File: config.mk
export PLATFORM = sky130hd
export DESIGN_NAME = mpw_match_pwm
export DESIGN_NICKNAME = d
export VERILOG_FILES = /design/src/common/mpw_pkg.sv /design/src/logic/mpw_match_pwm.sv
export SDC_FILE = /design/constraint.sdc
export NUM_CORES = 1
export LEC_CHECK = 0
export ABC_AREA = 0
export BUFFER_PORTS_ARGS = -buffer_cell sky130_fd_sc_hd__buf_2
export CAP_MARGIN = 20
export CORE_UTILIZATION = 50
export CTS_CLUSTER_DIAMETER = 120
export DETAILED_ROUTE_END_ITERATION = 10
export PLACE_DENSITY = 0.66
export SYNTH_ARGS = -nofsm -noshare
export SYNTH_HDL_FRONTEND = slang
export SYNTH_SLANG_ARGS = --single-unit
export TNS_END_PERCENT = 30
File: constraint.sdc
create_clock -name pclk -period 6.72 [get_ports pclk]
set_clock_uncertainty 0.05 [all_clocks]
set_input_delay 1.344 -clock pclk [delete_from_list [all_inputs] [get_ports pclk]]
set_output_delay 1.344 -clock pclk [all_outputs]
set_load 0.05 [all_outputs]
File: src/common/mpw_pkg.sv
// Package of constants and types for the match based PWM unit
// Functional notes
// RL1 - Period match restarts count, new cycle begins
// RL2 - Single-edge outputs rise at period match
// RL3 - Own match register sets falling edge
// RL4 - Double-edge: rise and fall match registers
// RL5 - Seven match registers, six outputs
// RL6 - Match may continue, stop, reset, interrupt
// RL7 - Count peripheral clock or capture input edges
// RL8 - Any period/width; shared repetition rate
// RL9 - Released match values load at cycle start
// RL10 - PWM disabled: plain timer, outputs inactive
// RL11 - 32-bit counter with 32-bit prescaler
// RL12 - Master and slave units start together
// RL13 - Prescaler wraps at limit, counter increments
`default_nettype none
package mpw_pkg;

    localparam int NUM_MATCH = 7;
    localparam int NUM_OUT = 6;
    localparam int ADDR_W = 8;

    // Register byte offsets
    localparam logic [ADDR_W-1:0] OFF_CTRL = 8'h00;
    localparam logic [ADDR_W-1:0] OFF_TC = 8'h04;
    localparam logic [ADDR_W-1:0] OFF_PR = 8'h08;
    localparam logic [ADDR_W-1:0] OFF_PC = 8'h0c;
    localparam logic [ADDR_W-1:0] OFF_MCR = 8'h10;
    localparam logic [ADDR_W-1:0] OFF_OCR = 8'h14;
    localparam logic [ADDR_W-1:0] OFF_REL = 8'h18;
    localparam logic [ADDR_W-1:0] OFF_INT_STAT = 8'h1c;
    localparam logic [ADDR_W-1:0] OFF_INT_MASK = 8'h20;
    localparam logic [ADDR_W-1:0] OFF_MR0 = 8'h40;
    localparam logic [ADDR_W-1:0] OFF_MR_LAST = 8'h58;

    // Match control: three bits per match register
    localparam int MCR_W = 3;
    localparam int MCR_INT = 0;
    localparam int MCR_RST = 1;
    localparam int MCR_STOP = 2;

    // Output control fields
    localparam int OCR_DBL_LSB = 0;
    localparam int OCR_OE_LSB = 8;
    localparam logic [31:0] OCR_MASK = 32'h00003f3e;
    localparam logic [31:0] MCR_MASK = 32'h001fffff;

    localparam logic [31:0] RST_WORD = 32'h00000000;

    typedef enum logic [1:0] {
        MPW_MODE_TIMER = 2'b00,
        MPW_MODE_RISE = 2'b01,
        MPW_MODE_FALL = 2'b10,
        MPW_MODE_BOTH = 2'b11
    } mpw_mode_t;

    typedef struct packed {
        logic [24:0] rsvd;
        logic slave;
        logic cap_sel;
        mpw_mode_t mode;
        logic pwm_en;
        logic cnt_rst;
        logic cnt_en;
    } mpw_ctrl_t;

endpackage : mpw_pkg
`default_nettype wire

File: src/logic/mpw_match_pwm.sv
// Match based PWM unit with APB register slave
`timescale 1ns/1ps
`default_nettype none
module mpw_match_pwm
    import mpw_pkg::*;
#(
    parameter int NUM_CAP = 2
) (
    input wire logic pclk, // APB clock, 100 MHz
    input wire logic presetn, // Async reset, active low
    input wire logic psel, // APB select
    input wire logic penable, // APB access phase
    input wire logic pwrite, // APB write
    input wire logic [ADDR_W-1:0] paddr, // APB byte address
    input wire logic [31:0] pwdata, // APB write data
    output logic [31:0] prdata, // APB read data
    output logic pready, // APB ready
    output logic pslverr, // APB error, unmapped address
    input wire logic [NUM_CAP-1:0] cap_in, // Capture pins, asynchronous
    input wire logic lockstep_in, // Run gate from master unit
    output logic lockstep_out, // Run level to slave unit
    output logic [NUM_OUT-1:0] pwm_out, // PWM outputs 1..6
    output logic [NUM_OUT-1:0] pwm_oe, // PWM output enables
    output logic irq // Level interrupt
);

    generate
        if (NUM_CAP < 1 || NUM_CAP > 2) begin : g_bad_cap
            $error("NUM_CAP must be 1 or 2");
        end
    endgenerate

    ////////////////////////////////////////////////////////////////////////
    // Decoding

    function automatic logic is_mr_addr(input logic [ADDR_W-1:0] a);
        is_mr_addr = (a >= OFF_MR0) && (a <= OFF_MR_LAST) && (a[1:0] == 2'b00);
    endfunction : is_mr_addr

    function automatic logic [2:0] mr_index(input logic [ADDR_W-1:0] a);
        logic [ADDR_W-1:0] d;
        d = a - OFF_MR0;
        mr_index = d[4:2];
    endfunction : mr_index

    function automatic logic addr_ok(input logic [ADDR_W-1:0] a);
        addr_ok = (a == OFF_CTRL) || (a == OFF_TC) || (a == OFF_PR) || (a == OFF_PC) ||
                  (a == OFF_MCR) || (a == OFF_OCR) || (a == OFF_REL) ||
                  (a == OFF_INT_STAT) || (a == OFF_INT_MASK) || is_mr_addr(a);
    endfunction : addr_ok

    ////////////////////////////////////////////////////////////////////////
    // State

    mpw_ctrl_t ctrl;
    mpw_ctrl_t next_ctrl;
    logic [31:0] tc;
    logic [31:0] pr;
    logic [31:0] pc;
    logic [31:0] mcr;
    logic [31:0] ocr;
    logic [NUM_MATCH-1:0] rel;
    logic [NUM_MATCH-1:0] int_stat;
    logic [NUM_MATCH-1:0] next_int_stat;
    logic [NUM_MATCH-1:0] int_mask;
    logic [31:0] mr [NUM_MATCH];
    logic [31:0] act_mr [NUM_MATCH];
    logic [31:0] next_act [NUM_MATCH];
    logic [NUM_MATCH-1:0] hit;
    logic [NUM_MATCH-1:0] mcr_int;
    logic [NUM_MATCH-1:0] mcr_rst;
    logic [NUM_MATCH-1:0] mcr_stop;
    logic [NUM_CAP-1:0] cap_s1;
    logic [NUM_CAP-1:0] cap_s2;
    logic [NUM_CAP-1:0] cap_s3;
    logic [NUM_CAP-1:0] cap_lvl;
    logic [NUM_CAP-1:0] cap_rise;
    logic [NUM_CAP-1:0] cap_fall;
    logic tick;
    logic run;
    logic inc;
    logic do_reset;
    logic do_stop;
    logic wr;
    logic setup;
    logic [2:0] widx;

    assign setup = psel && !penable;
    assign wr = psel && penable && pready && pwrite;
    assign widx = mr_index(paddr);

    ////////////////////////////////////////////////////////////////////////
    // Capture pin conditioning

    // Edge counts only once the second and third stage agree
    always_ff @(posedge pclk or negedge presetn) begin
        if (!presetn) begin
            cap_s1 <= '0;
            cap_s2 <= '0;
            cap_s3 <= '0;
            cap_lvl <= '0;
            cap_rise <= '0;
            cap_fall <= '0;
        end else begin
            cap_s1 <= cap_in;
            cap_s2 <= cap_s1;
            cap_s3 <= cap_s2;
            for (int i = 0; i < NUM_CAP; i++) begin
                cap_rise[i] <= 1'b0;
                cap_fall[i] <= 1'b0;
                if (cap_s2[i] == cap_s3[i]) begin
                    cap_lvl[i] <= cap_s3[i];
                    cap_rise[i] <= cap_s3[i] && !cap_lvl[i];
                    cap_fall[i] <= !cap_s3[i] && cap_lvl[i];
                end
            end
        end
    end

    ////////////////////////////////////////////////////////////////////////
    // Count source, prescaler and counter

    logic sel_rise;
    logic sel_fall;
    assign sel_rise = (NUM_CAP > 1) ? cap_rise[NUM_CAP-1] && ctrl.cap_sel || cap_rise[0] && !ctrl.cap_sel
                                    : cap_rise[0];
    assign sel_fall = (NUM_CAP > 1) ? cap_fall[NUM_CAP-1] && ctrl.cap_sel || cap_fall[0] && !ctrl.cap_sel
                                    : cap_fall[0];

    always_comb begin
        case (ctrl.mode)
            MPW_MODE_TIMER: tick = 1'b1; // [RL7]
            MPW_MODE_RISE: tick = sel_rise; // [RL7]
            MPW_MODE_FALL: tick = sel_fall;
            MPW_MODE_BOTH: tick = sel_rise || sel_fall;
            default: tick = 1'b0;
        endcase
    end

    // Slave counts only while the master's run level is high
    assign run = ctrl.cnt_en && !ctrl.cnt_rst && (!ctrl.slave || lockstep_in); // [RL12]
    assign inc = run && tick && (pc == pr); // [RL13]

    generate
        for (genvar g = 0; g < NUM_MATCH; g++) begin : g_match
            assign mcr_int[g] = mcr[g*MCR_W+MCR_INT];
            assign mcr_rst[g] = mcr[g*MCR_W+MCR_RST];
            assign mcr_stop[g] = mcr[g*MCR_W+MCR_STOP];
            assign hit[g] = inc && (tc == act_mr[g]); // [RL5]
            assign next_act[g] = (ctrl.pwm_en && hit[0] && rel[g]) ? mr[g] : act_mr[g];
        end
    endgenerate

    // Period match always restarts the count in PWM mode
    assign do_reset = |(hit & mcr_rst) || (ctrl.pwm_en && hit[0]); // [RL6] [RL1]
    assign do_stop = |(hit & mcr_stop); // [RL6]

    always_ff @(posedge pclk or negedge presetn) begin
        if (!presetn) begin
            pc <= RST_WORD;
        end else if (ctrl.cnt_rst) begin
            pc <= RST_WORD;
        end else if (run && tick) begin
            pc <= (pc == pr) ? RST_WORD : pc + 32'h1; // [RL13] [RL11]
        end
    end

    always_ff @(posedge pclk or negedge presetn) begin
        if (!presetn) begin
            tc <= RST_WORD;
        end else if (ctrl.cnt_rst) begin
            tc <= RST_WORD;
        end else if (inc) begin
            tc <= do_reset ? RST_WORD : tc + 32'h1; // [RL11] [RL8] [RL6]
        end
    end

    ////////////////////////////////////////////////////////////////////////
    // Control register, with stop on match

    always_comb begin
        next_ctrl = ctrl;
        if (wr && paddr == OFF_CTRL) begin
            next_ctrl = mpw_ctrl_t'(pwdata);
            next_ctrl.rsvd = '0;
        end
        if (do_stop) begin
            next_ctrl.cnt_en = 1'b0; // [RL6]
        end
    end

    always_ff @(posedge pclk or negedge presetn) begin
        if (!presetn) begin
            ctrl <= mpw_ctrl_t'(RST_WORD);
            lockstep_out <= 1'b0;
        end else begin
            ctrl <= next_ctrl;
            // Same edge as own enable, so a slave starts in step
            lockstep_out <= next_ctrl.cnt_en && !next_ctrl.cnt_rst; // [RL12]
        end
    end

    always_ff @(posedge pclk or negedge presetn) begin
        if (!presetn) begin
            pr <= RST_WORD;
            mcr <= RST_WORD;
            ocr <= RST_WORD;
            int_mask <= '0;
        end else if (wr) begin
            if (paddr == OFF_PR) pr <= pwdata;
            if (paddr == OFF_MCR) mcr <= pwdata & MCR_MASK;
            if (paddr == OFF_OCR) ocr <= pwdata & OCR_MASK;
            if (paddr == OFF_INT_MASK) int_mask <= pwdata[NUM_MATCH-1:0];
        end
    end

    ////////////////////////////////////////////////////////////////////////
    // Match registers: shadow, release and active copy

    always_ff @(posedge pclk or negedge presetn) begin
        if (!presetn) begin
            for (int i = 0; i < NUM_MATCH; i++) mr[i] <= RST_WORD;
        end else if (wr && is_mr_addr(paddr)) begin
            mr[widx] <= pwdata;
        end
    end

    // Release flags clear at cycle start; a new release wins
    always_ff @(posedge pclk or negedge presetn) begin
        if (!presetn) begin
            rel <= '0;
        end else begin
            rel <= (rel & ~((ctrl.pwm_en && hit[0]) ? rel : '0)) |
                   ((wr && paddr == OFF_REL) ? pwdata[NUM_MATCH-1:0] : '0); // [RL9]
        end
    end

    // Outside PWM mode writes act at once, as in a plain timer
    always_ff @(posedge pclk or negedge presetn) begin
        if (!presetn) begin
            for (int i = 0; i < NUM_MATCH; i++) act_mr[i] <= RST_WORD;
        end else begin
            for (int i = 0; i < NUM_MATCH; i++) begin
                act_mr[i] <= ctrl.pwm_en ? next_act[i] : mr[i]; // [RL9] [RL10]
            end
        end
    end

    ////////////////////////////////////////////////////////////////////////
    // PWM outputs

    generate
        for (genvar k = 1; k <= NUM_OUT; k++) begin : g_out
            logic dbl;
            assign dbl = (k >= 2) && ocr[OCR_DBL_LSB+k-1];
            always_ff @(posedge pclk or negedge presetn) begin
                if (!presetn) begin
                    pwm_out[k-1] <= 1'b0;
                    pwm_oe[k-1] <= 1'b0;
                end else begin
                    pwm_oe[k-1] <= ctrl.pwm_en && ocr[OCR_OE_LSB+k-1]; // [RL10]
                    if (!ctrl.pwm_en) begin
                        pwm_out[k-1] <= 1'b0; // [RL10]
                    end else if (dbl) begin
                        if (hit[k]) begin
                            pwm_out[k-1] <= 1'b0; // [RL4]
                        end else if (hit[k-1]) begin
                            pwm_out[k-1] <= 1'b1; // [RL4]
                        end
                    end else begin
                        // Zero falling match means constant low
                        if (hit[0]) begin
                            pwm_out[k-1] <= (next_act[k] != 32'h0); // [RL2] [RL8]
                        end else if (hit[k]) begin
                            pwm_out[k-1] <= 1'b0; // [RL3]
                        end
                    end
                end
            end
        end
    endgenerate

    ////////////////////////////////////////////////////////////////////////
    // Interrupts

    // Hardware set wins over a same-cycle write-one clear
    always_comb begin
        next_int_stat = int_stat;
        if (wr && paddr == OFF_INT_STAT) begin
            next_int_stat = int_stat & ~pwdata[NUM_MATCH-1:0];
        end
        next_int_stat = next_int_stat | (hit & mcr_int); // [RL6]
    end

    always_ff @(posedge pclk or negedge presetn) begin
        if (!presetn) begin
            int_stat <= '0;
            irq <= 1'b0;
        end else begin
            int_stat <= next_int_stat;
            irq <= |(next_int_stat & int_mask);
        end
    end

    ////////////////////////////////////////////////////////////////////////
    // APB slave: no wait states, data latched in setup

    logic [31:0] rdata;
    always_comb begin
        rdata = 32'h0;
        if (is_mr_addr(paddr)) begin
            rdata = mr[widx];
        end else begin
            case (paddr)
                OFF_CTRL: rdata = 32'(ctrl);
                OFF_TC: rdata = tc;
                OFF_PR: rdata = pr;
                OFF_PC: rdata = pc;
                OFF_MCR: rdata = mcr;
                OFF_OCR: rdata = ocr;
                OFF_REL: rdata = 32'(rel);
                OFF_INT_STAT: rdata = 32'(int_stat);
                OFF_INT_MASK: rdata = 32'(int_mask);
                default: rdata = 32'h0;
            endcase
        end
    end

    always_ff @(posedge pclk or negedge presetn) begin
        if (!presetn) begin
            pready <= 1'b0;
            pslverr <= 1'b0;
            prdata <= 32'h0;
        end else begin
            pready <= setup;
            if (setup) begin
                pslverr <= !addr_ok(paddr);
                prdata <= pwrite ? 32'h0 : rdata;
            end else begin
                pslverr <= 1'b0;
            end
        end
    end

endmodule : mpw_match_pwm
`default_nettype wire

==> results.md, run 1 <==
* Total track usage at 36.6%
* Root Buffer: clkbuf_16
* Vias per inst at 6.70
* Post-Syn Area at 33000 um^2
* Worst min path class: reg -> reg
* Final Max Slew Viols at 0
* Crit path launch type: flip-flop
* Top delay family on crit path: simple AND/OR/NAND/NOR gates
* Power, Total at 8510 uW
* DRC at 0
* I/O Pins at 96
* Final nets at 2881
* Reg2reg end: act_mr[90]
* Vert. Die Dim at 259 um
* Fmax at 235 MHz
* CP bufs+invs at 3
* # H-tree levels at 3
* Worst-Skew Late Latency at 620 ps
* Reg2reg setup slack at 2460 ps
* Switching portion of total power at 23.1%
* Origin of the critical flop-to-flop path: pc[22]
* Setup TNS at 0 ps
* Max VDD drop at 0.214 mV
* Worst-Margin Slew at 1220 ps
* Clock power share at 48.5%
* Rel. slew slack at 18.9%
* Antenna cells at 0
* Hold slack final at 309 ps
* Critical Path RT at 7170 ps
* Power share of the sequential group at 47.4%
* Reg2Reg Depth at 10
* Internal power at 6540 uW
* Outcome: finished clean
* Post-route minimum period at 4260 ps
* Die ar. at 67100 um^2
* Routed WL at 122000 um
* Row count at 93
* Leading area contributor after synthesis: dfrtp_1
* DPL Wire Length at 87800 um
* Hold Path Stages at 0
* Via count at 25050
* Worst-path clk slew at 60 ps
* Sequential Area at 16600 um^2
* Post-CTS setup buffers at 0
* WHS Endpoint: cap_s2[0]
* Post-synth top cells: dfrtp_1, mux2_2, xnor2_1, nand2_1, clkbuf_1
* Clock tree buffer depth at 3
* Placed cells at 3608
* Post-Route Utilization at 57.2%
* Multi-input gate area at 15700 um^2
* Initial antenna violation count at 6
* Top FF cell, synth: dfrtp_1
* CTS tree: done
* CTS sink count at 664
* Vias in the first global route at 24446
* Critical Path End Type: flip-flop
* Gr ovfl total at 0
* Layout area overhead at 12.2%
* Iteration count of the initial detailed-routing pass at 7
* Critical path's slowest cell: nor3_4
* Yosys warnings at 0
* Post-synthesis sequential area ratio at 50.3%
* Count of state elements after synthesis at 664
* Crit path kind: reg -> reg
* Post-CTS sizing at 0
* CTS Buf Count at 73
* Logic pwr share at 4.0%
* DRT antenna net count at 0
* Synth cell types at 65
* RSZ-0062 raised after global routing: false
* Area of the core at 64800 um^2
* Maxcap violations at 0
* Worst Min Path Start: cap_s1[0]
* Setup-failing EPs final at 0
* I/O Buffers at 95
* Ratio of cells with drive above 1 in the final layout at 29.6%
* Post-synth top area share at 50.3%
* Layout Cells excl Fill at 3740
* Leak at 0.0178 uW
* Period utilization at 63.4%
* Fillers at 5383
* Die width at 259 um
* Critical-path maximum fanout at 21
* Pin count of the biggest net entering global routing at 159
* Starting density of the core at 50.9%
* Synth top area cells: dfrtp_1, mux2_2, xnor2_1, nor4_1, mux4_2
* Most common cell in the netlist: dfrtp_1
* First-pass GRT wire length at 176000 um
* DR WL/cell at 32.5 um
* Number of synthesized flops with an enable pin at 0
* Critical path depth at 10
* Crit-path cells: xnor2_1, nand4_1, nor4_1, nand4_1, buf_4, nor3_4, buf_4, a21oi_4, buf_12, mux2_2
* Placer Congestion at 1.01
* Avg Inst Size Synth at 11.8 um^2
* Share of async-settable or async-resettable flops after synthesis at 100%
* Gate count of the mapped netlist at 2790
* Pwr dens at 230 nW/um^2
* Hold-fix buffers at CTS at 0
* 1st-iter DRT viols at 3050
* Mapped Nets at 2840
* Fin. Hold Viols at 0
* WP data arrival at 4710 ps
* Net Sw Power at 1970 uW
* Largest stage delay, worst path at 610 ps
## cells in the final DEF, fill, tap and decap left out, types with 7 or more instances in the layout
cell type    n
dfrtp_1    664
mux2_2     509
xnor2_1    194
nand2_1    150
nor4_1     136
nor2_1      95
buf_2       93
nand4_1     92
o21ai_0     81
clkbuf_16   79
xor2_1      73
buf_4       63
nand3_1     53
a21oi_1     53
mux2i_1     47
a22o_1      33
mux4_2      32
mux2_1      30
inv_1       28
nor3_1      27
a22oi_1     26
o2111ai_1   26
and2_1      25
clkbuf_8    18
a222oi_1    17
o211ai_1    16
clkbuf_1    16
a21o_1      14
and3_1      14
nor2b_1     12
o31ai_1     12
or2_2        9
or3_1        9
buf_12       8
a21oi_4      7
a2111oi_0    7
a211oi_1     7
a31oi_1      7
## state kept, by name (all words and copies together) (netlist names), 2 cells and up
name      cells
act_mr      224
mr          224
pc           32
pr           32
prdata       32
tc           32
mcr          21
ocr          11
ctrl          7
int_mask      7
int_stat      7
rel           7
pwm_oe        6
pwm_out       6
cap_fall      2
cap_lvl       2
cap_rise      2
cap_s1        2
cap_s2        2
cap_s3        2
## final cells by class
class | count | area share (%)
clock buffers | 113 | 6.16
clock inverters | 16 | 0.483
inverters | 28 | 0.284
multi-input cells | 1898 | 42.3
flip-flops and latches | 664 | 44.8
well taps | 855 | 2.89
repair buffers | 166 | 3.04
## through the flow
step / setup WS, ps / instance area (um^2)
global route: 2310 / 37100
global placement: 2130 / 34500
finish: 2460 / 37100
floorplan: 3150 / 33000
CTS: 2630 / 37000
detailed placement: 2010 / 34600
## cell families after synthesis
family / share of synthesized area (%)
XOR/XNOR: 7.08
multiplexers: 22.0
AND/OR/NAND/NOR: 10.3
AO/OA/AOI/OAI: 7.48
adder cells (fa/ha/maj): 0.136
flip-flops: 50.3
buffers and inverters: 2.67
## per-layer routing
metal	track usage, %	vias to the layer above	wire, um
met5	0	-	22
met4	19.5	4	7730
met3	8.81	399	11600
met2	53.9	1431	52600
met1	50.1	12857	49700
li1	-	10359	-
## worst max-delay path by stage
stage | slack, ps | from | to
final | 2460 | pc[22] | act_mr[90]
after floorplan | 3150 | paddr[6] | lockstep_out
after CTS | 2630 | paddr[6] | mcr[6]
after global routing | 2310 | pc[22] | act_mr[90]
after global placement | 2130 | paddr[6] | mcr[0]
after detailed placement | 2010 | paddr[6] | mcr[6]
## power by group through the flow
stage	Combinational (uW)	Sequential [uW]	Clock (uW)
after global placement	332	4110	0
final	343	4030	4130
after detailed placement	336	4110	0
after floorplan	115	4110	0
after CTS	337	4030	4170
after global routing	360	4030	4330
(Power assumes the default switching activity.)
==> inputs of run 2 (changes only) <==
==> constraint.sdc (replaced) <==
create_clock -name pclk -period 4.2 [get_ports pclk]
set_clock_uncertainty 0.05 [all_clocks]
set_input_delay 0.84 -clock pclk [delete_from_list [all_inputs] [get_ports pclk]]
set_output_delay 0.84 -clock pclk [all_outputs]
set_load 0.05 [all_outputs]
==> results.md, run 2 (same netlist as run 1, synthesis figures left out) <==
* WP data arrival at 4280 ps
* Origin of the critical flop-to-flop path: pc[21]
* Period utilization at 90.5%
* Switching portion of total power at 23.6%
* Hold slack final at 161 ps
* Area of the core at 64800 um^2
* Clock power share at 49.3%
* Setup-failing EPs final at 0
* Placer Congestion at 1.02
* First-pass GRT wire length at 178000 um
* Layout area overhead at 13.9%
* Worst-Margin Slew at 1120 ps
* Setup TNS at 0 ps
* Leak at 0.0180 uW
* Top flop regs: act_mr x224, mr x224
* Most common cell after layout, fill and taps aside: dfrtp_1
* Critical-path maximum fanout at 11
* Maxcap violations at 0
* Post-Route Utilization at 58.0%
* Via count at 25174
* Critical Path RT at 4670 ps
* Initial antenna violation count at 9
* Net Sw Power at 3290 uW
* Rel. slew slack at 24.9%
* I/O Buffers at 95
* Fillers at 5363
* Iteration count of the initial detailed-routing pass at 7
* RSZ-0062 raised after global routing: false
* Clock tree buffer depth at 3
* Worst min path class: in -> async
* Power share of the sequential group at 46.4%
* Fin. Hold Viols at 0
* Row count at 93
* Crit path kind: reg -> reg
* Ratio of cells with drive above 1 in the final layout at 30.8%
* CTS sink count at 664
* DRT antenna net count at 0
* Total track usage at 37.0%
* 1st-iter DRT viols at 3102
* Vert. Die Dim at 259 um
* Worst-Skew Late Latency at 640 ps
* Root Buffer: clkbuf_16
* Logic pwr share at 4.3%
* Post-CTS setup buffers at 0
* Hold-fix buffers at CTS at 0
* Post-route minimum period at 3800 ps
* Reg2Reg Depth at 7
* Post-CTS sizing at 0
* Vias in the first global route at 24686
* Final nets at 2922
* Pin count of the biggest net entering global routing at 120
* Die width at 259 um
* Post-Place Setup Slack at 621 ps
* Cell area after layout at 37600 um^2
* Fin worst setup slack at 398 ps
* Worst-path clk slew at 60 ps
* Crit path launch type: flip-flop
* Gr ovfl total at 0
* DP Area at 35000 um^2
* DRC at 0
* Critical Path End Type: flip-flop
* Final Max Slew Viols at 0
* Max VDD drop at 0.342 mV
* DR WL/cell at 32.5 um
* Vias per inst at 6.65
* Reg2reg setup slack at 400 ps
* I/O Pins at 96
* Die ar. at 67100 um^2
* # H-tree levels at 3
* Pwr dens at 370 nW/um^2
* CTS Buf Count at 72
* Fmax at 263 MHz
* Routed WL at 123000 um
* CTS tree: done
* Starting density of the core at 50.9%
* Commonest cells after routing, fill and taps aside: dfrtp_1, mux2_2, xnor2_1, nand2_1, nor4_1
* Internal power at 10600 uW
* Reg2reg end: tc[15]
* DPL Wire Length at 90900 um
* Outcome: finished clean
## run 2: layout make-up
| type | instances | area (um^2) | area share [%] |
|---|---|---|---|
| flip-flops and latches | 664 | 16600 | 44.2 |
| multi-input cells | 1898 | 15700 | 41.7 |
| clock buffers | 102 | 2080 | 5.54 |
| repair buffers | 208 | 1580 | 4.20 |
| well taps | 855 | 1070 | 2.84 |
| clock inverters | 29 | 478 | 1.27 |
| inverters | 28 | 105 | 0.279 |
| diodes | 4 | 10.0 | 0.0266 |
## run 2: power by group through the flow
stage               registers, uW  logic, uW  clock network [uW]
floorplan                    6580        184                   0
global placement             6570        569                   0
detailed placement           6570        582                   0
CTS                          6450        584                6930
global route                 6450        623                7160
finish                       6460        591                6860
## run 2: worst max-delay path, cell delays in order, from the launching register on
cell	delay [ps]
dfrtp_1	510
xnor2_1	340
nand4_1	170
nor4_1	690
nand4_1	370
and4b_1	790
nand3_1	360
o41ai_1	390
## run 2: worst max path at each step
stage / startpoint / end / depth (start not counted) / slack [ps]
after floorplan: paddr[6] / lockstep_out / 8 / 1130
after global routing: pc[28] / tc[15] / 7 / 470
after CTS: pc[21] / tc[15] / 7 / 590
after detailed placement: pc[21] / tc[15] / 7 / 620
final: pc[21] / tc[15] / 7 / 400
after global placement: paddr[2] / prdata[15] / 7 / 420
## run 2: routing by layer
metal  vias up  GRT usage (%)  part of all wire (%)
met2      1434           55.7                    45
met1     12940           50.6                    41
met3       349           8.41                   9.2
li1      10449              -                     -
met4         2           17.7                   5.7
met5         -              0                 0.016
## run 2: metrics by stage
| step | cells | total power [uW] |
|---|---|---|
| finish | 3788 | 13900 |
| global placement | 3648 | 7140 |
| detailed placement | 3650 | 7150 |
| global route | 3785 | 14200 |
| floorplan | 2790 | 6760 |
| CTS | 3781 | 14000 |
==> inputs of run 3 (changes only) <==
==> constraint.sdc (replaced) <==
create_clock -name pclk -period 4.8 [get_ports pclk]
set_clock_uncertainty 0.05 [all_clocks]
set_input_delay 0.96 -clock pclk [delete_from_list [all_inputs] [get_ports pclk]]
set_output_delay 0.96 -clock pclk [all_outputs]
set_load 0.05 [all_outputs]
==> results.md, run 3 (same netlist as run 1, synthesis figures left out) <==
* DR WL/cell at 33.2 um
* Worst-Skew Late Latency at 620 ps
* Largest stage delay, worst path at 1080 ps
* Worst-Margin Slew at 1240 ps
* Hold slack final at 311 ps
* Top delay family on crit path: simple AND/OR/NAND/NOR gates
* Leak at 0.0178 uW
* Most used cell, CP: a32o_1
* Post-Place Setup Slack at 829 ps
* Fmax at 248 MHz
* Met2 wire length at 54400 um
* Worst-path clk slew at 60 ps
* 1st-iter DRT viols at 3526
* Top flop regs: act_mr x224, mr x224
* Vert. Die Dim at 259 um
* Origin of the critical flop-to-flop path: tc[14]
* Total track usage at 37.4%
* Iteration count of the initial detailed-routing pass at 7
* I/O Pins at 96
* CP bufs+invs at 0
* DRC at 0
* First-pass GRT wire length at 180000 um
* CTS sink count at 664
* DRT antenna net count at 0
* Maxcap violations at 0
* Crit-path cells: xnor2_1, nand4_1, nor4_1, nand2_1, or2_2, a32o_1, a32o_1
* Commonest cells after routing, fill and taps aside: dfrtp_1, mux2_2, xnor2_1, nand2_1, nor4_1
* RSZ-0062 raised after global routing: false
* I/O Buffers at 95
* Initial antenna violation count at 14
* Most common cell after layout, fill and taps aside: dfrtp_1
* Die ar. at 67100 um^2
* Power share of the sequential group at 47.2%
* Met3 Wirelength at 13100 um
* CTS tree: done
* Final nets at 2892
* Max VDD drop at 0.207 mV
* Critical-path maximum fanout at 13
* DPL Wire Length at 89700 um
* Setup TNS at 0 ps
* Reg2reg setup slack at 770 ps
* Net Sw Power at 2800 uW
* Via count at 25311
* Period utilization at 84.0%
* Hold-fix buffers at CTS at 0
* Crit path kind: reg -> reg
* Highest Signal Layer: met5
* Worst min path class: in -> async
* Clock power share at 48.5%
* Internal power at 9160 uW
* Post-route minimum period at 4030 ps
* Gr ovfl total at 0
* Post-CTS sizing at 0
* Reg2reg end: pwm_out[2]
* Critical Path End Type: flip-flop
* Critical Path RT at 5250 ps
* Layout area overhead at 12.9%
* Final Max Slew Viols at 0
* Routed WL at 125000 um
* Row count at 93
* CTS Buf Count at 74
* Pin count of the biggest net entering global routing at 108
* Starting density of the core at 50.9%
* WP data arrival at 4480 ps
* Ratio of cells with drive above 1 in the final layout at 29.8%
* Placer Congestion at 1.03
* Die width at 259 um
* Outcome: finished clean
* # H-tree levels at 3
* Clock tree buffer depth at 3
* Crit path launch type: flip-flop
* Fin. Hold Viols at 0
* Reg2Reg Depth at 7
* Wl on met1 at 49300 um
* Rel. slew slack at 16.3%
* Setup-failing EPs final at 0
* Pwr dens at 321 nW/um^2
* Vias per inst at 6.74
* Root Buffer: clkbuf_16
* Post-CTS setup buffers at 0
* Area of the core at 64800 um^2
* Switching portion of total power at 23.4%
* Vias in the first global route at 24748
* Power, Total at 12000 uW
* Critical path's slowest cell: dfrtp_1
* Fin worst setup slack at 768 ps
* Logic pwr share at 4.3%
## run 3: changes by cell type in the layout (fill, tap and decap cells not counted), sizes merged
cell      previous run  this run
clkinvlp             3         6
inv                 30        31
buf                208       176
clkbuf             102       108
clkinv              15         8
bufinv               9         5
## run 3: stage by stage
| step | instance area, um^2 | util, % | instances |
|---|---|---|---|
| floorplan | 33000 | - | 2790 |
| global placement | 34600 | 53.4 | 3610 |
| detailed placement | 34700 | 53.5 | 3612 |
| CTS | 37100 | 57.2 | 3742 |
| global route | 37300 | 57.5 | 3751 |
| finish | 37300 | 57.5 | 3755 |
## run 3: power by group through the flow
stage | registers, uW | logic (uW) | clock network, uW
detailed placement | 5750 | 505 | 0
global placement | 5750 | 499 | 0
finish | 5650 | 515 | 5800
floorplan | 5760 | 161 | 0
CTS | 5650 | 507 | 5830
global route | 5650 | 539 | 6050
## run 3: worst max-delay path by stage
stage                     startpoint            to  depth (start not counted)
after floorplan             paddr[6]  lockstep_out                          8
after global placement         tc[5]   act_mr[122]                          8
after global routing          tc[14]    pwm_out[2]                          7
after CTS                      tc[3]        tc[15]                          9
final                         tc[14]    pwm_out[2]                          7
after detailed placement       tc[3]        tc[15]                          9
## run 3: layout make-up
cell class	instances	area, um^2
Clock inverter	22	265
Sequential cell	664	16600
Fill cell	5381	27500
Antenna cell	4	10.0
Multi-Input combinational cell	1898	15700
Timing Repair Buffer	176	1360
Clock buffer	108	2180
Tap cell	855	1070
Inverter	28	105
## run 3: worst reg2reg max path: stages (launching register included)
cell and delay, ps:
dfrtp_1 1080, xnor2_1 290, nand4_1 190, nor4_1 970, nand2_1 450, or2_2 430
a32o_1 250, a32o_1 210
## run 3: per-layer routing
layer  vias up  global-route usage (%)
met3       383                    9.25
li1      10380                       -
met1     12962                    51.0
met2      1580                    55.5
met5         -                       0
met4         6                    19.4
